<file path="src/host_port_pkg.sv">
package host_port_pkg;

    // =====================================================================
    // Interface-select codes
    // =====================================================================
    localparam logic [1:0] MODE_MUX    = 2'h0;  // Multiplexed parallel bus
    localparam logic [1:0] MODE_NONMUX = 2'h1;  // Non-multiplexed parallel bus
    localparam logic [1:0] MODE_SERIAL = 2'h2;  // Serial port
    localparam logic [1:0] MODE_HW     = 2'h3;  // Hardware strap mode

    // =====================================================================
    // Operating-mode classification
    // =====================================================================
    // One bit per 4-bit mode code; a set bit marks a T1 or E1 mode.
    // Plain default, adjust to the mode map of the line side.
    localparam logic [15:0] T1E1_MODE_MASK = 16'h00ff;

    // =====================================================================
    // Reset values
    // =====================================================================
    localparam logic [7:0] ADDR_RESET     = 8'h00;  // Register address
    localparam logic [1:0] PRESCALE_RESET = 2'h0;   // Clock prescale
    localparam logic [2:0] BUILDOUT_RESET = 3'h0;   // Line build-out
    localparam logic [3:0] MODE_RESET     = 4'h0;   // Tx and rx modes
    localparam logic       BIT_RESET      = 1'b0;   // Single-bit flags

    // =====================================================================
    // Helpers
    // =====================================================================
    // True when a 4-bit operating mode is a T1 or E1 mode
    function automatic logic isT1E1(input logic [3:0] mode);
        return T1E1_MODE_MASK[mode];
    endfunction : isT1E1

endpackage : host_port_pkg

</file>
<file path="src/host_port_pin_mode_decode.sv">
module host_port_pin_mode_decode
    import host_port_pkg::*;
(
    // Clock and reset
    input  wire logic       mclk,
    input  wire logic       resetn,
    // Personality straps
    input  wire logic [1:0] interfaceSelect,
    input  wire logic       busTypeStrap,
    // Shared control pins
    input  wire logic [6:0] addrPin,
    input  wire logic       aleA7Pin,
    input  wire logic       readPin,
    input  wire logic       writePin,
    input  wire logic       chipSelectPinN,
    input  wire logic [1:0] txModeMidPin,
    // Shared address/data lines, input side
    input  wire logic [7:0] adIn,
    // Parallel access decode
    output logic [7:0]      regAddr,
    output logic            readReq,
    output logic            writeReq,
    // Serial port setup
    output logic            serialSelect,
    output logic            serialClkPolarity,
    output logic            serialClkPhase,
    // Hardware-mode configuration
    output logic            hwModeActive,
    output logic            e1Term75,
    output logic            zeroSubstTx,
    output logic            zeroSubstRx,
    output logic            remoteLoop,
    output logic [1:0]      clockPrescale,
    output logic [2:0]      buildOut,
    output logic [3:0]      txMode,
    output logic [3:0]      rxMode,
    output logic            txAlarmSend
);

    import host_port_pkg::*;

    // =====================================================================
    // Personality decode
    // =====================================================================
    logic       muxMode;        // Multiplexed parallel
    logic       nonMuxMode;     // Non-multiplexed parallel
    logic       serialMode;     // Serial port
    logic       hwMode;         // Hardware straps
    logic [3:0] txModeNow;      // Tx mode straps as seen now
    logic [3:0] rxModeNow;      // Rx mode straps as seen now

    // One-hot view of the select strap
    assign muxMode    = (interfaceSelect == MODE_MUX);
    assign nonMuxMode = (interfaceSelect == MODE_NONMUX);
    assign serialMode = (interfaceSelect == MODE_SERIAL);
    assign hwMode     = (interfaceSelect == MODE_HW);

    // Mode straps gathered from the pins they share
    assign txModeNow = {writePin, txModeMidPin, addrPin[5]};
    assign rxModeNow = {adIn[1], readPin, adIn[5], adIn[4]};

    // =====================================================================
    // Strobe decode
    // =====================================================================
    logic       strobeActive;   // Read or data strobe asserted
    logic       readCycle;      // Strobe set says read
    logic       writeCycle;     // Strobe set says write
    logic       selected;       // Parallel mode and chip select low
    logic [2:0] levels;         // Read, write, latch levels
    logic [2:0] rises;          // Their rising edges

    // Data strobe flips polarity only in non-multiplexed alternate timing
    assign strobeActive = (nonMuxMode && busTypeStrap) ? readPin : ~readPin;

    // Alternate timing uses a direction pin; default uses two strobes
    assign readCycle  = busTypeStrap ? (strobeActive & writePin) : strobeActive;
    assign writeCycle = busTypeStrap ? (strobeActive & ~writePin) : ~writePin;

    // Hardware and serial modes never reach the parallel access path
    assign selected = ~chipSelectPinN & (muxMode | nonMuxMode);

    assign levels = {aleA7Pin & muxMode, writeCycle & selected, readCycle & selected};

    // Edge detection for strobes and address latch
    rise_detect edges
    (
        .mclk   (mclk),
        .resetn (resetn),
        .level  (levels),
        .rise   (rises)
    );

    // =====================================================================
    // Parallel access
    // =====================================================================
    logic [7:0] regAddr_reg;   // Address of current access
    logic       readReq_reg;   // Read pulse
    logic       writeReq_reg;  // Write pulse

    // Address source depends on bus personality
    always_ff @(posedge mclk or negedge resetn)
    begin
        if (!resetn)
            regAddr_reg <= ADDR_RESET;
        else if (nonMuxMode)
            regAddr_reg <= {aleA7Pin, addrPin};
        else if (muxMode && rises[2])
            regAddr_reg <= adIn;
    end

    // One pulse per strobe assertion; a held strobe is one access
    always_ff @(posedge mclk or negedge resetn)
    begin
        if (!resetn)
            {readReq_reg, writeReq_reg} <= {BIT_RESET, BIT_RESET};
        else
            {readReq_reg, writeReq_reg} <= {rises[0], rises[1]};
    end

    assign regAddr  = regAddr_reg;
    assign readReq  = readReq_reg;
    assign writeReq = writeReq_reg;

    // =====================================================================
    // Serial port setup
    // =====================================================================
    logic serialSelect_reg;  // Serial access window
    logic cpol_reg;          // Clock polarity
    logic cpha_reg;          // Clock phase

    // Polarity and phase follow their pins only in serial mode
    always_ff @(posedge mclk or negedge resetn)
    begin
        if (!resetn)
        begin
            serialSelect_reg <= BIT_RESET;
            cpol_reg         <= BIT_RESET;
            cpha_reg         <= BIT_RESET;
        end
        else
        begin
            serialSelect_reg <= serialMode & ~chipSelectPinN;
            if (serialMode)
            begin
                cpol_reg <= addrPin[5];
                cpha_reg <= addrPin[4];
            end
        end
    end

    assign serialSelect      = serialSelect_reg;
    assign serialClkPolarity = cpol_reg;
    assign serialClkPhase    = cpha_reg;

    // =====================================================================
    // Hardware-mode straps
    // =====================================================================
    logic       hw_reg;          // Hardware mode flag
    logic       e1Term_reg;      // 1 = 75 ohm
    logic       zsTx_reg;        // Tx zero substitution
    logic       zsRx_reg;        // Rx zero substitution
    logic       loop_reg;        // Remote loopback
    logic [1:0] prescale_reg;    // PLL prescale
    logic [2:0] buildOut_reg;    // Line build-out
    logic [3:0] txMode_reg;      // Tx operating mode
    logic [3:0] rxMode_reg;      // Rx operating mode
    logic       alarm_reg;       // AIS send

    // Straps resampled every cycle; outside hardware mode all fall to
    // defaults so a mode change cannot leave stale configuration behind
    always_ff @(posedge mclk or negedge resetn)
    begin
        if (!resetn)
        begin
            hw_reg       <= BIT_RESET;
            e1Term_reg   <= BIT_RESET;
            prescale_reg <= PRESCALE_RESET;
            buildOut_reg <= BUILDOUT_RESET;
            txMode_reg   <= MODE_RESET;
            rxMode_reg   <= MODE_RESET;
        end
        else
        begin
            hw_reg       <= hwMode;
            e1Term_reg   <= hwMode ? addrPin[0] : BIT_RESET;
            prescale_reg <= hwMode ? {aleA7Pin, addrPin[6]} : PRESCALE_RESET;
            buildOut_reg <= hwMode ? addrPin[4:2] : BUILDOUT_RESET;
            txMode_reg   <= hwMode ? txModeNow : MODE_RESET;
            rxMode_reg   <= hwMode ? rxModeNow : MODE_RESET;
        end
    end

    // Mode-qualified features, judged on the modes seen this cycle
    always_ff @(posedge mclk or negedge resetn)
    begin
        if (!resetn)
        begin
            zsTx_reg  <= BIT_RESET;
            zsRx_reg  <= BIT_RESET;
            loop_reg  <= BIT_RESET;
            alarm_reg <= BIT_RESET;
        end
        else
        begin
            zsTx_reg  <= hwMode & busTypeStrap & isT1E1(txModeNow);
            zsRx_reg  <= hwMode & busTypeStrap & isT1E1(rxModeNow);
            // Loopback with mismatched sides is meaningless, so it is held off
            loop_reg  <= hwMode & chipSelectPinN & (txModeNow == rxModeNow);
            alarm_reg <= hwMode & addrPin[1] & isT1E1(txModeNow);
        end
    end

    assign hwModeActive  = hw_reg;
    assign e1Term75      = e1Term_reg;
    assign zeroSubstTx   = zsTx_reg;
    assign zeroSubstRx   = zsRx_reg;
    assign remoteLoop    = loop_reg;
    assign clockPrescale = prescale_reg;
    assign buildOut      = buildOut_reg;
    assign txMode        = txMode_reg;
    assign rxMode        = rxMode_reg;
    assign txAlarmSend   = alarm_reg;

    // =====================================================================
    // Assertions
    // =====================================================================
    a_read_needs_cs: assert property (@(posedge mclk) disable iff (!resetn)
        readReq |-> !$past(chipSelectPinN, 1) && !$past(serialMode | hwMode, 1))
        else $error("read pulse without chip select in parallel mode");

    a_write_needs_cs: assert property (@(posedge mclk) disable iff (!resetn)
        writeReq |-> !$past(chipSelectPinN, 1) && !$past(hwMode, 1))
        else $error("write pulse without chip select in parallel mode");

    a_read_single: assert property (@(posedge mclk) disable iff (!resetn)
        readReq |=> !readReq)
        else $error("read pulse longer than one cycle");

    a_nonmux_addr: assert property (@(posedge mclk) disable iff (!resetn)
        nonMuxMode |=> regAddr == $past({aleA7Pin, addrPin}, 1))
        else $error("non-multiplexed address not taken from address pins");

    a_mux_hold: assert property (@(posedge mclk) disable iff (!resetn)
        (muxMode && !rises[2]) |=> $stable(regAddr))
        else $error("multiplexed address changed without latch edge");

    a_mux_latch: assert property (@(posedge mclk) disable iff (!resetn)
        (muxMode && rises[2]) |=> regAddr == $past(adIn, 1))
        else $error("multiplexed address not latched from shared lines");

    a_serial_cpol: assert property (@(posedge mclk) disable iff (!resetn)
        serialMode ##1 serialMode |-> serialClkPolarity == $past(addrPin[5], 1)
            && serialClkPhase == $past(addrPin[4], 1))
        else $error("serial clock setup not following its pins");

    a_e1_term: assert property (@(posedge mclk) disable iff (!resetn)
        hwMode |=> e1Term75 == $past(addrPin[0], 1) && hwModeActive)
        else $error("termination select not following strap");

    a_loop_modes: assert property (@(posedge mclk) disable iff (!resetn)
        remoteLoop |-> $past(txModeNow, 1) == $past(rxModeNow, 1))
        else $error("remote loop with unequal tx and rx modes");

    a_alarm_mode: assert property (@(posedge mclk) disable iff (!resetn)
        txAlarmSend |-> $past(hwMode & addrPin[1] & isT1E1(txModeNow), 1))
        else $error("alarm sent outside a T1/E1 mode or without strap");

    a_hw_config: assert property (@(posedge mclk) disable iff (!resetn)
        hwMode ##1 hwMode |-> clockPrescale == $past({aleA7Pin, addrPin[6]}, 1)
            && buildOut == $past(addrPin[4:2], 1))
        else $error("prescale or build-out not following straps");

    a_hw_no_access: assert property (@(posedge mclk) disable iff (!resetn)
        hwMode [*2] |-> !readReq && !writeReq)
        else $error("bus access pulse in hardware mode");

endmodule : host_port_pin_mode_decode

</file>
<file path="src/rise_detect.sv">
// =====================================================================
// Rising-edge detector for a small group of synchronous levels
// =====================================================================
module rise_detect
(
    // Clock and reset
    input  wire logic       mclk,
    input  wire logic       resetn,
    // Levels in, one-cycle pulses out
    input  wire logic [2:0] level,
    output logic      [2:0] rise
);

    logic [2:0] prev_reg;  // Level seen one cycle ago

    // Remember the previous level
    always_ff @(posedge mclk or negedge resetn)
    begin
        if (!resetn)
            prev_reg <= 3'h0;
        else
            prev_reg <= level;
    end

    // High for one cycle where the level went from low to high
    assign rise = level & ~prev_reg;

endmodule : rise_detect

</file>
<file path="config.mk">
export PLATFORM = sky130hd
export DESIGN_NAME = host_port_pin_mode_decode
export DESIGN_NICKNAME = d
export VERILOG_FILES = /design/src/host_port_pkg.sv /design/src/host_port_pin_mode_decode.sv /design/src/rise_detect.sv
export SDC_FILE = /design/constraint.sdc
export NUM_CORES = 1
export LEC_CHECK = 0
export ABC_AREA = 1
export BUFFER_PORTS_ARGS = -buffer_cell sky130_fd_sc_hd__buf_2
export CAP_MARGIN = 20
export CORE_MARGIN = 2
export CORE_UTILIZATION = 46
export CTS_BUF_LIST = sky130_fd_sc_hd__clkbuf_16
export DETAILED_ROUTE_END_ITERATION = 10
export PLACE_DENSITY = 0.77
export RECOVER_POWER = 100
export SYNTH_ARGS = -nofsm -noshare
export SYNTH_HDL_FRONTEND = slang
export SYNTH_SLANG_ARGS = --single-unit
</file>
<file path="constraint.sdc">
create_clock -name mclk -period 1.46 [get_ports mclk]
set_clock_uncertainty 0.1 [all_clocks]
set_input_delay 0.146 -clock mclk [delete_from_list [all_inputs] [get_ports mclk]]
set_output_delay 0.146 -clock mclk [all_outputs]
set_load 0.05 [all_outputs]
</file>
# After elaboration in Yosys (flattened, before gate mapping)
# Memories as Yosys holds them, arrays and structs flattened.
# Cells that the tools add are included.
# classes
n_mux	12
reduce_logical	4
bitwise	20
n_lt_le_gt_ge	2
eq_ne	4
# op_table
operator	n
$mux 8	2
$and 1x1->1	14
$lt 4x5->1 const B	2
$mux 4	2
$mux 1	6
$eq 2x2->1 const B	2
$eq 4x4->1	1
$and 3x3->3	1
$mux 3	1
$not 1->1	3
$not 3->3	1
$eq 2x1->1 const B	1
$logic_and 1x1->1	2
$logic_not 2->1	1
$mux 2	1
$reduce_bool 2->1	1
$or 1x1->1	1
# totals
wordCells	61
in_bits	26
romBits	32
output_inout_bits	32
reg_bits	35
n_memories	2
# mem_list
name	words	word_bits	rd	rd_clocked_by_memory_dff	wr	line_no	text
(no name shown)	16	1	1	0	0	host_port_pkg.sv:32	return T1E1_MODE_MASK[mode];
(no name shown)	16	1	1	0	0	host_port_pkg.sv:32	

# Logic depth before layout (Yosys ltp)
# Gate-level depths: netlist of the first run.
# logic_depth
ltp_word	10
mapped_depth	7
ltp_nobuf	7

# Modules after synthesis
# From an unflattened synthesis of the first run, not the netlist that was laid out.
# unflattened
cells_unflattened	146
area_unflattened_um2	1371.3
# by_module_without_submodules
mod	cells_each	instances	area_each_um2	seq_area_each_um2
host_port_pin_mode_decode	137	1	1266.2	800.8
rise_detect	9	1	105.1	75.1

# Least setup slack after synthesis of the first run
# No wires, ideal clock.
# synth_timing
kind	reg2reg
startpoint	register edges.prev_reg[2]
endpoint	register regAddr_reg[5] (netlist: regAddr[5])
arrival_ns	0.833
synth_period_minus_slack_ns	1.009
path_slack_ns	0.451
path_buffers	1
stages_incl_launch_ff	5
cell_sequence	dfrtp_1 o21ai_4 buf_6 nand2_1 o21ai_1
# synth_between
elab_chain_cells	4
# synth_lines
element	line_no	text
from (decl)	rise_detect.sv:14	logic [2:0] prev_reg;
from (signal assigned)	rise_detect.sv:22	prev_reg <= level;
$not 3->3	rise_detect.sv:26	assign rise = level & ~prev_reg;
$and 3x3->3	rise_detect.sv:26	
$logic_and 1x1->1	host_port_pin_mode_decode.sv:107	else if (muxMode && rises[2])
$reduce_bool 2->1 (no line)	n/a	
to (signal assigned)	host_port_pin_mode_decode.sv:106	regAddr_reg <= {aleA7Pin, addrPin};
to (signal assigned)	host_port_pin_mode_decode.sv:108	regAddr_reg <= adIn;
to (decl)	host_port_pin_mode_decode.sv:96	logic [7:0] regAddr_reg;
# No other way between the ends.
# A chain may end at the register's enable or synchronous reset.

# Worst setup path after layout of the first run
# layout_timing
startpoint	register regAddr_reg[0] (netlist: regAddr[0])
endpoint	output port regAddr[0]
# layout_rtl
element	line_no	text
to (decl)	host_port_pin_mode_decode.sv:20	output logic [7:0] regAddr,
# No word-level cell between the ends.

==> results of run 1 <==
==> power groups by stage <==
stage / combinational [W] / clock (W) / sequential (W)
3_5_place_dp: 0.000505 / 0 / 0.00108
3_3_place_gp: 0.000500 / 0 / 0.00108
2_1_floorplan: 0.000123 / 0 / 0.00131
6_report: 0.000495 / 0.000974 / 0.00107
4_1_cts: 0.000515 / 0.000989 / 0.00107
5_1_grt: 0.000537 / 0.00104 / 0.00107
==> Yosys cell counts, types with 2 or more instances <==
library cell	number
sky130_fd_sc_hd__nand2_2	2
sky130_fd_sc_hd__dfrtp_1	35
sky130_fd_sc_hd__o21ai_0	2
sky130_fd_sc_hd__inv_2	3
sky130_fd_sc_hd__nor2_1	20
sky130_fd_sc_hd__nor3_1	3
sky130_fd_sc_hd__nand2_1	33
sky130_fd_sc_hd__inv_1	26
sky130_fd_sc_hd__nand4_1	3
sky130_fd_sc_hd__o21ai_1	16
sky130_fd_sc_hd__buf_6	2
==> layer usage <==
layer | GRT usage [%] | vias up | share of wire (%)
li1 | - | 582 | -
met1 | 24.0 | 523 | 44
met2 | 30.2 | 44 | 46
met3 | 6.59 | 8 | 8.1
met4 | 10.7 | 0 | 2.4
met5 | 0 | - | 0
==> cell families after synthesis <==
logic type      share of synthesized area, %
flops                                   63.2
xor+xnor                               0.632
compound gates                          7.67
buf+inv                                 9.75
simple gates                            18.8
==> cell type report <==
class / instances / area (um2) / area share (%)
sequential: 35 / 876 / 47.6
tap: 31 / 38.8 / 2.11
timing repair buffer: 62 / 305 / 16.6
inverter: 29 / 109 / 5.92
clock buffer: 5 / 125 / 6.80
multi-input combinational: 83 / 373 / 20.3
clock inverter: 3 / 12.5 / 0.680
==> worst max path at each step <==
stage / to / slack [ps] / from
floorplan: regAddr[5] / 450 / edges.prev_reg[2]
global placement: regAddr[2] / 320 / interfaceSelect[1]
detailed placement: regAddr[3] / 280 / interfaceSelect[1]
CTS: serialClkPhase / 310 / serialClkPhase
global route: regAddr[0] / 120 / regAddr[0]
finish: regAddr[0] / 140 / regAddr[0]
==> stage by stage <==
| step | power, W | worst slack [ps] | hold WS [ps] | instances |
|---|---|---|---|---|
| floorplan | 0.00143 | 451 | -250 | 150 |
| finish | 0.00254 | 140 | 12.2 | 248 |
| detailed placement | 0.00159 | 280 | 96.2 | 237 |
| global route | 0.00265 | 119 | 21.8 | 248 |
| CTS | 0.00257 | 310 | 8.11 | 248 |
| global placement | 0.00158 | 322 | 99.1 | 237 |
==> PnR_summary.wiki, run 1 <==
{| class="wikitable"
! Metric !! Value
|-
| Post-synth EDFFs || 0
|-
| Slowest Stage Delay on Critical Path || 470 ps
|-
| Clock power frac || 38.4%
|-
| Final total negative setup slack || 0 ps
|-
| Number of buffers inserted by hold repair at cts || 3
|-
| Worst path bufs/invs || 1
|-
| Post-CTS setup buffers || 0
|-
| Weighted congestion reported at the end of routability-driven placement || 0.841
|-
| Total gr overflow || 0
|-
| Area added between synthesis and finish || 32.7%
|-
| Die height || 58.9 um
|-
| Starting utilization of the core area || 49.4%
|-
| Register-to-Register Path Depth || 2
|-
| Worst Tran Pin Value || 597 ps
|-
| Clock buffers created by TritonCTS || 5
|-
| Number of max-capacitance violations reported || 0
|-
| Violations in the final reports || design-rule violations
|-
| Per-cell via count in the routed design || 4.67
|-
| Commonest cells after routing, fill and taps aside || sky130_fd_sc_hd__dfrtp_1 (35), sky130_fd_sc_hd__nand2_1 (34), sky130_fd_sc_hd__buf_2 (30)
|-
| Number of setup violations in the final report || 0
|-
| Post-cts gate resize count || 0
|-
| Yosys top cell by area || sky130_fd_sc_hd__dfrtp_1
|-
| Time the worst path needs with I/O delays and setup || 1320 ps
|-
| Number of instances in the synthesized netlist || 150
|-
| Final cell utilization of the core || 65.6%
|-
| Reg2Reg Launch Point || edges.prev_reg[2]
|-
| Die Span X || 58.9 um
|-
| Vias || 1157
|-
| Combinational fraction of design power || 19.5%
|-
| Nets || 242
|-
| Most common library cell in the layout ignoring fill and taps || sky130_fd_sc_hd__dfrtp_1
|-
| Share of total power in sequential cells || 42.1%
|-
| Achievable clock frequency || 758 MHz
|-
| First-pass GRT wire length || 4820 um
|-
| Core area || 2810 um2
|-
| CP max-delay cell || sky130_fd_sc_hd__clkbuf_1
|-
| Data arrival time of the worst path || 1070 ps
|-
| Internal portion of total power || 0.00177 W
|-
| Buffers on Ports || 57
|-
| Cell types occupying the most area after synthesis || sky130_fd_sc_hd__dfrtp_1 (63%), sky130_fd_sc_hd__nand2_1 (8.9%), sky130_fd_sc_hd__inv_1 (7.0%)
|-
| Largest register FFs || 8
|-
| Critical path fanouts, max || 2
|-
| Fraction of synthesis flops using an asynchronous set or reset pin || 100%
|-
| P_leak || 1.06 nW
|-
| 1st-pass router iterations || 7
|-
| Number of DRC violations after detailed-routing iteration 0 || 27
|-
| Synthesized flop and latch total || 35
|-
| Wire length reported by the detailed router || 2870 um
|-
| Setup crit start kind || flop
|-
| Layout Cell Area excl Fill || 1840 um2
|-
| CTS root buf || sky130_fd_sc_hd__clkbuf_16
|-
| Most frequently used flop master after synthesis || sky130_fd_sc_hd__dfrtp_1
|-
| Vias in the first global route || 1141
|-
| H-Tree Depth || 2
|-
| Relative slew slack || 60.4%
|-
| Number of instances on the worst hold path || 3
|-
| Synth top area share || 63.2%
|-
| Sw power || 0.000772 W
|-
| Kind of capture point of the worst setup path || primary output
|-
| Clock tree from TritonCTS || yes
|-
| Number of diodes added for antenna fixing || 0
|-
| Worst-skew pair later-pin latency || 280 ps
|-
| Share of final-layout standard cells stronger than drive strength 1 || 24.0%
|-
| Number of slew-limit violations in the final report || 0
|-
| Required time of the critical path || 1210 ps
|-
| Number of sinks on the clock net || 35
|-
| Half-perimeter wire length of the detailed placement result || 2020 um
|-
| Cell area after placement || 1700 um2
|-
| Routed wirelength normalized by instance count || 11.6 um
|-
| Setup repair after global routing missed its margin || false
|-
| Power density over cell area || 1380 nW/um2
|-
| Net count after synthesis || 176
|-
| GRT Resource Usage Total || 19.5%
|-
| Worst-path cell chain || clkbuf_1
|-
| Share of total power consumed by net switching || 30.4%
|-
| Area enclosed by the die boundary || 3470 um2
|-
| Startpoint of the tightest hold check path || addrPin[0]
|-
| Hold Violations, Final || 0
|-
| Residual DRC count || 6
|-
| Worst hold-check path type || in2reg
|-
| Period utilisation layout || 90.4%
|-
| Io pins || 58
|-
| Path length in cells of the critical path || 1
|-
| Syn avg cell area || 9.24 um2
|-
| Pin count of the biggest net entering global routing || 36
|-
| Remaining number of nets flagged by the antenna check after routing || 0
|-
| Count of unique library cells instantiated by Yosys || 16
|-
| Number of synthesis warnings || 0
|-
| Worst min-delay path endpoint || e1Term75
|-
| Setup slack on the worst flop-to-flop path || 340 ps
|-
| R2R Path End || regAddr[3]
|-
| Filler Cell Count || 278
|-
| Dominant delay contributor by cell family on the critical path || buffers and inverters
|-
| Max rail drop VDD || 0.848 mV
|-
| Run status || finished, violations left
|-
| Fraction of the yosys area taken by sequential cells || 63.2%
|-
| Critical path start-end classification || reg2out
|-
| Core Rows || 19
|-
| Bufs on Longest Clock Path || 2
|-
| Netlist Area Pre-Place || 1390 um2
|-
| Number of antenna violations at the first check in global routing || 0
|-
| Clock-pin slew on the worst setup and hold paths || 50 ps
|}
Note: power is estimated with default switching activity, not from simulation.
==> run 2: changes to the inputs <==
- CORE_UTILIZATION: 46 -> 50
- PLACE_DENSITY: 0.77 -> 0.83
- clock period: 1.46 -> 1.65 ns (I/O delays scaled with it)
==> PnR_summary.wiki, run 2 (same netlist as run 1, synthesis figures left out) <==
{| class="wikitable"
! Metric !! Value
|-
| Run status || completed
|-
| Setup crit start kind || flop
|-
| Clock power frac || 42.8% (+4.4 points)
|-
| Setup repair after global routing missed its margin || false
|-
| Worst path bufs/invs || 1 (unchanged)
|-
| Half-perimeter wire length of the detailed placement result || 2140 um (+5.6%)
|-
| Max rail drop VDD || 1.07 mV (+26%)
|-
| Number of buffers inserted by hold repair at cts || 3 (unchanged)
|-
| Nets || 241 (-0.41%)
|-
| Share of total power in sequential cells || 39.4% (-2.7 points)
|-
| Internal portion of total power || 0.00171 W (-3.3%)
|-
| Worst-path cell chain || clkbuf_1
|-
| Per-cell via count in the routed design || 4.73 (+1.4%)
|-
| Area added between synthesis and finish || 31.9%
|-
| Post-cts gate resize count || 0 (unchanged)
|-
| Total gr overflow || 0 (unchanged)
|-
| Layout Cell Area excl Fill || 1830 um2 (-0.54%)
|-
| Number of setup violations in the final report || 0 (unchanged)
|-
| CTS root buf || sky130_fd_sc_hd__clkbuf_16
|-
| P_leak || 1.00 nW (-5.7%)
|-
| Time the worst path needs with I/O delays and setup || 1370 ps
|-
| 1st-pass router iterations || 6 (-1)
|-
| Total Power Consumption || 0.00240 W (-5.6%)
|-
| Hold Violations, Final || 0 (unchanged)
|-
| Number of diodes added for antenna fixing || 0 (unchanged)
|-
| Weighted congestion reported at the end of routability-driven placement || 0.765 (-9.0%)
|-
| Die Span X || 56.7 um (-3.8%)
|-
| Routed wirelength normalized by instance count || 12.1 um (+4.6%)
|-
| Area enclosed by the die boundary || 3210 um2 (-7.5%)
|-
| Critical path fanouts, max || 2 (unchanged)
|-
| Critical path start-end classification || reg2out
|-
| Required time of the critical path || 1380 ps (+170 ps)
|-
| Residual DRC count || 0 (-6)
|-
| Io pins || 58 (unchanged)
|-
| Commonest cells after routing, fill and taps aside || sky130_fd_sc_hd__dfrtp_1 (35), sky130_fd_sc_hd__clkbuf_1 (35), sky130_fd_sc_hd__nand2_1 (34)
|-
| Final total negative setup slack || 0 ps (unchanged)
|-
| Number of max-capacitance violations reported || 0 (unchanged)
|-
| Power density over cell area || 1310 nW/um2 (-5.1%)
|-
| Worst Tran Pin Value || 828 ps (+231 ps)
|-
| Vias || 1169 (+1.0%)
|-
| Buffers on Ports || 57 (unchanged)
|-
| Combinational fraction of design power || 17.8% (-1.7 points)
|-
| Bufs on Longest Clock Path || 2 (unchanged)
|-
| Die height || 56.7 um (-3.8%)
|-
| Slowest Stage Delay on Critical Path || 470 ps (about the same)
|-
| Dominant delay contributor by cell family on the critical path || buffers and inverters
|-
| H-Tree Depth || 2 (unchanged)
|-
| Number of sinks on the clock net || 35 (unchanged)
|-
| Kind of capture point of the worst setup path || primary output
|-
| First-pass GRT wire length || 4980 um (+3.3%)
|-
| Cell area after placement || 1690 um2 (-0.44%)
|-
| CP max-delay cell || sky130_fd_sc_hd__clkbuf_1
|-
| Worst hold-check path type || in2reg
|-
| Remaining number of nets flagged by the antenna check after routing || 0 (unchanged)
|-
| Relative slew slack || 44.8% (-16 points)
|-
| Number of antenna violations at the first check in global routing || 0 (unchanged)
|-
| Wire length reported by the detailed router || 2990 um (+4.1%)
|-
| Achievable clock frequency || 731 MHz
|-
| Pin count of the biggest net entering global routing || 36 (unchanged)
|-
| Clock buffers created by TritonCTS || 5 (unchanged)
|-
| Period utilisation layout || 82.9%
|-
| Largest register FFs || 8 (unchanged)
|-
| Number of slew-limit violations in the final report || 0 (unchanged)
|-
| Clock-pin slew on the worst setup and hold paths || 50 ps (about the same)
|-
| Vias in the first global route || 1148 (+0.61%)
|-
| Core area || 2690 um2 (-4.2%)
|-
| Data arrival time of the worst path || 1100 ps (+30 ps)
|-
| Starting utilization of the core area || 51.6% (+2.2 points)
|-
| Sw power || 0.000688 W (-11%)
|-
| Clock tree from TritonCTS || yes
|-
| Worst-skew pair later-pin latency || 270 ps (about the same)
|-
| Number of DRC violations after detailed-routing iteration 0 || 20 (-26%)
|-
| Share of final-layout standard cells stronger than drive strength 1 || 16.2% (-7.8 points)
|-
| GRT Resource Usage Total || 21.0% (+1.5 points)
|-
| Core Rows || 19 (unchanged)
|-
| Post-CTS setup buffers || 0 (unchanged)
|-
| Share of total power consumed by net switching || 28.7% (-1.7 points)
|}
## run 2: cell count changes in the layout (fill, tap and decap cells not counted), sizes merged
cell | previous run | this run
buf | 31 | 22
bufinv | 0 | 1
clkbuf | 33 | 41
clkinv | 1 | 2
inv | 31 | 29
## run 2: per-layer routing
layer / global-route usage [%] / share of wire, % / vias up
li1: - / - / 581
met1: 24.5 / 42 / 542
met2: 34.1 / 49 / 41
met3: 6.45 / 7.3 / 5
met4: 12.2 / 1.8 / 0
met5: 0 / 0 / -
## run 2: stage by stage
step / util, % / hold WS (ps) / setup slack, ps / cells
final: 68.1 / 32.7 / 282 / 247
after CTS: 70.2 / 23.9 / 482 / 247
after global routing: 68.1 / 44.3 / 235 / 247
after global placement: 63.0 / 118 / 492 / 236
after floorplan: - / -231 / 641 / 150
after detailed placement: 63.0 / 120 / 445 / 236
## run 2: worst reg2reg max path, cell delays in order (launching register included)
cell and delay, ps:
sky130_fd_sc_hd__dfrtp_1 370, sky130_fd_sc_hd__o21ai_2 440, sky130_fd_sc_hd__o21ai_0 180
## run 2: power by group through the flow
stage,combinational (W),sequential [W],clock (W)
final,0.000426,0.000945,0.00103
after global routing,0.000461,0.000951,0.00109
after CTS,0.000454,0.000944,0.00105
after detailed placement,0.000447,0.000958,0
after global placement,0.000439,0.000957,0
after floorplan,0.000109,0.00116,0
## run 2: cell type report
type                       instances  area, um2
sequential                        35        876
fill                             236        857
timing repair buffer              61        277
multi-input combinational         83        365
clock inverter                     3       38.8
inverter                          29        109
tap                               31       38.8
clock buffer                       5        125
## run 2: final timing paths
path	from	to	slack, ps	cells after the start
max in group asynchronous	resetn	edges.prev_reg[0]	420	3
worst min register to register	edges.prev_reg[1]	writeReq	310	1
worst max-delay path	serialClkPolarity	serialClkPolarity	280	1
worst max register to register	edges.prev_reg[2]	regAddr[2]	400	2
worst min-delay path	txModeMidPin[1]	txMode[2]	30	3
min in group asynchronous	resetn	clockPrescale[1]	500	3
==> run 3: changes to the inputs <==
- CORE_UTILIZATION: 50 -> 46
- PLACE_DENSITY: 0.83 -> 0.77
- clock period: 1.65 -> 1.45 ns (I/O delays scaled with it)
==> PnR_summary.wiki, run 3 (same netlist as run 1, synthesis figures left out) <==
{| class="wikitable"
! Metric !! Value
|-
| Area enclosed by the die boundary || 3470 um2 (+8.1%)
|-
| Max rail drop VDD || 0.900 mV (-16%)
|-
| Vias || 1151 (-1.5%)
|-
| Kind of capture point of the worst setup path || primary output
|-
| Data arrival time of the worst path || 1080 ps (-20 ps)
|-
| 1st-pass router iterations || 7 (+1)
|-
| Pin count of the biggest net entering global routing || 36 (unchanged)
|-
| Power density over cell area || 1380 nW/um2 (+5.7%)
|-
| Number of diodes added for antenna fixing || 0 (unchanged)
|-
| Wire length reported by the detailed router || 2910 um (-2.9%)
|-
| Post-place setup slack || 266 ps (-179 ps)
|-
| Number of slew-limit violations in the final report || 0 (unchanged)
|-
| Hold Violations, Final || 0 (unchanged)
|-
| Remaining number of nets flagged by the antenna check after routing || 0 (unchanged)
|-
| P_leak || 1.02 nW (+2.1%)
|-
| Residual DRC count || 6 (+6)
|-
| Period utilisation layout || 91.5%
|-
| Core area || 2810 um2 (+4.4%)
|-
| GRT Resource Usage Total || 19.1% (-2.0 points)
|-
| Worst-path cell chain || clkbuf_1
|-
| Share of final-layout standard cells stronger than drive strength 1 || 20.9% (+4.7 points)
|-
| Achievable clock frequency || 753 MHz
|-
| Bufs on Longest Clock Path || 2 (unchanged)
|-
| Number of sinks on the clock net || 35 (unchanged)
|-
| Clock tree from TritonCTS || yes
|-
| CTS root buf || sky130_fd_sc_hd__clkbuf_16
|-
| Io pins || 58 (unchanged)
|-
| Area added between synthesis and finish || 31.2%
|-
| Buffers on Ports || 57 (unchanged)
|-
| Largest register FFs || 8 (unchanged)
|-
| Number of antenna violations at the first check in global routing || 0 (unchanged)
|-
| Die Span X || 58.9 um (+4.0%)
|-
| Vias in the first global route || 1158 (+0.87%)
|-
| Worst Tran Pin Value || 755 ps (-72.8 ps)
|-
| Nets || 242 (+0.41%)
|-
| Required time of the critical path || 1210 ps (-170 ps)
|-
| Time the worst path needs with I/O delays and setup || 1330 ps
|-
| Final total negative setup slack || 0 ps (unchanged)
|-
| Relative slew slack || 49.7% (+4.9 points)
|-
| Number of DRC violations after detailed-routing iteration 0 || 18 (-10%)
|-
| Clock-pin slew on the worst setup and hold paths || 50 ps (about the same)
|-
| Post-route worst hold slack || 18.0 ps (-14.7 ps)
|-
| Startpoint of the tightest hold check path || addrPin[0]
|-
| Violations in the final reports || design-rule violations
|-
| Area of the multi-input gates || 373 um2 (+2.1%)
|-
| Core Rows || 19 (unchanged)
|-
| Final cell utilization of the core || 64.9% (-3.2 points)
|-
| H-Tree Depth || 2 (unchanged)
|-
| Most common library cell in the layout ignoring fill and taps || sky130_fd_sc_hd__dfrtp_1
|-
| Setup repair after global routing missed its margin || false
|-
| Sequential standard cell area || 876 um2 (unchanged)
|-
| Die height || 58.9 um (+4.0%)
|-
| Worst-skew pair later-pin latency || 270 ps (about the same)
|-
| Register-to-Register Path Depth || 3 (+1)
|-
| CP max-delay cell || sky130_fd_sc_hd__clkbuf_1
|-
| Worst hold-check path type || in2reg
|-
| Slowest Stage Delay on Critical Path || 470 ps (about the same)
|-
| Post-cts gate resize count || 0 (unchanged)
|-
| Per-cell via count in the routed design || 4.68 (-1.1%)
|-
| Weighted congestion reported at the end of routability-driven placement || 0.842 (+9.9%)
|-
| First-pass GRT wire length || 4860 um (-2.3%)
|-
| R2R Path End || regAddr[6]
|-
| Total gr overflow || 0 (unchanged)
|-
| Critical path start-end classification || reg2out
|-
| Filler Cell Count || 265 (+12%)
|-
| Worst min-delay path endpoint || e1Term75
|-
| Number of max-capacitance violations reported || 0 (unchanged)
|-
| Reg2Reg Launch Point || edges.prev_reg[2]
|-
| Commonest cells after routing, fill and taps aside || sky130_fd_sc_hd__dfrtp_1 (35), sky130_fd_sc_hd__nand2_1 (34), sky130_fd_sc_hd__inv_1 (27)
|-
| Number of instances on the worst hold path || 3 (unchanged)
|-
| Number of setup violations in the final report || 0 (unchanged)
|-
| Critical path fanouts, max || 2 (unchanged)
|-
| Run status || finished, violations left
|-
| Final worst slack || 123 ps (-159 ps)
|-
| Setup slack on the worst flop-to-flop path || 300 ps (-100 ps)
|-
| Half-perimeter wire length of the detailed placement result || 1990 um (-6.9%)
|-
| Worst path bufs/invs || 1 (unchanged)
|-
| Clock buffers created by TritonCTS || 5 (unchanged)
|-
| Dominant delay contributor by cell family on the critical path || buffers and inverters
|-
| Starting utilization of the core area || 49.4% (-2.2 points)
|-
| Setup crit start kind || flop
|-
| Routed wirelength normalized by instance count || 11.8 um (-2.5%)
|}
[run 3: what timing repair did]
action                                  4_1_cts  5_1_grt
setup buffers                                 0        0
hold buffers                                  3        0
endpoints found under the hold margin        37        0
endpoints found under the setup margin        0        0
[run 3: layout make-up]
type / count / share of cell area (%)
well taps: 31 / 2.13
inverters: 29 / 5.98
clock buffers: 5 / 6.88
multi-input cells: 83 / 20.5
flip-flops and latches: 35 / 48.1
repair buffers: 62 / 16.2
clock inverters: 1 / 0.206
[run 3: stage by stage]
stage               power (W)  instances  area [um2]
finish                0.00252        246        1820
global route          0.00264        246        1820
CTS                   0.00256        246        1860
detailed placement    0.00160        237        1700
global placement      0.00159        237        1700
floorplan             0.00144        150        1390
[run 3: worst max path at each step]
stage,cells past startpoint,to,from
detailed placement,6,regAddr[3],interfaceSelect[1]
finish,1,serialClkPhase,serialClkPhase
floorplan,4,regAddr[5],edges.prev_reg[2]
global placement,6,regAddr[2],interfaceSelect[1]
global route,1,serialClkPhase,serialClkPhase
CTS,3,regAddr[6],edges.prev_reg[2]
[run 3: worst min-delay path: stages]
cell and delay (ps):
sky130_fd_sc_hd__buf_2 90, sky130_fd_sc_hd__inv_1 60, sky130_fd_sc_hd__nor2_1 50
[run 3: where the power goes]
group	switching (W)	leakage, nW	total (W)	internal (W)
Combinational	0.000385	0.497	0.000495	0.000110
Sequential	0.0000310	0.461	0.00108	0.00105
Clock	0.000339	0.0669	0.000946	0.000608
[run 3: layer usage]
metal | part of all wire (%) | GRT usage (%) | up-vias
li1 | - | - | 578
met1 | 44 | 23.5 | 522
met2 | 46 | 30.3 | 45
met3 | 8.4 | 7.03 | 6
met4 | 1.5 | 7.79 | 0
met5 | 0 | 0 | -
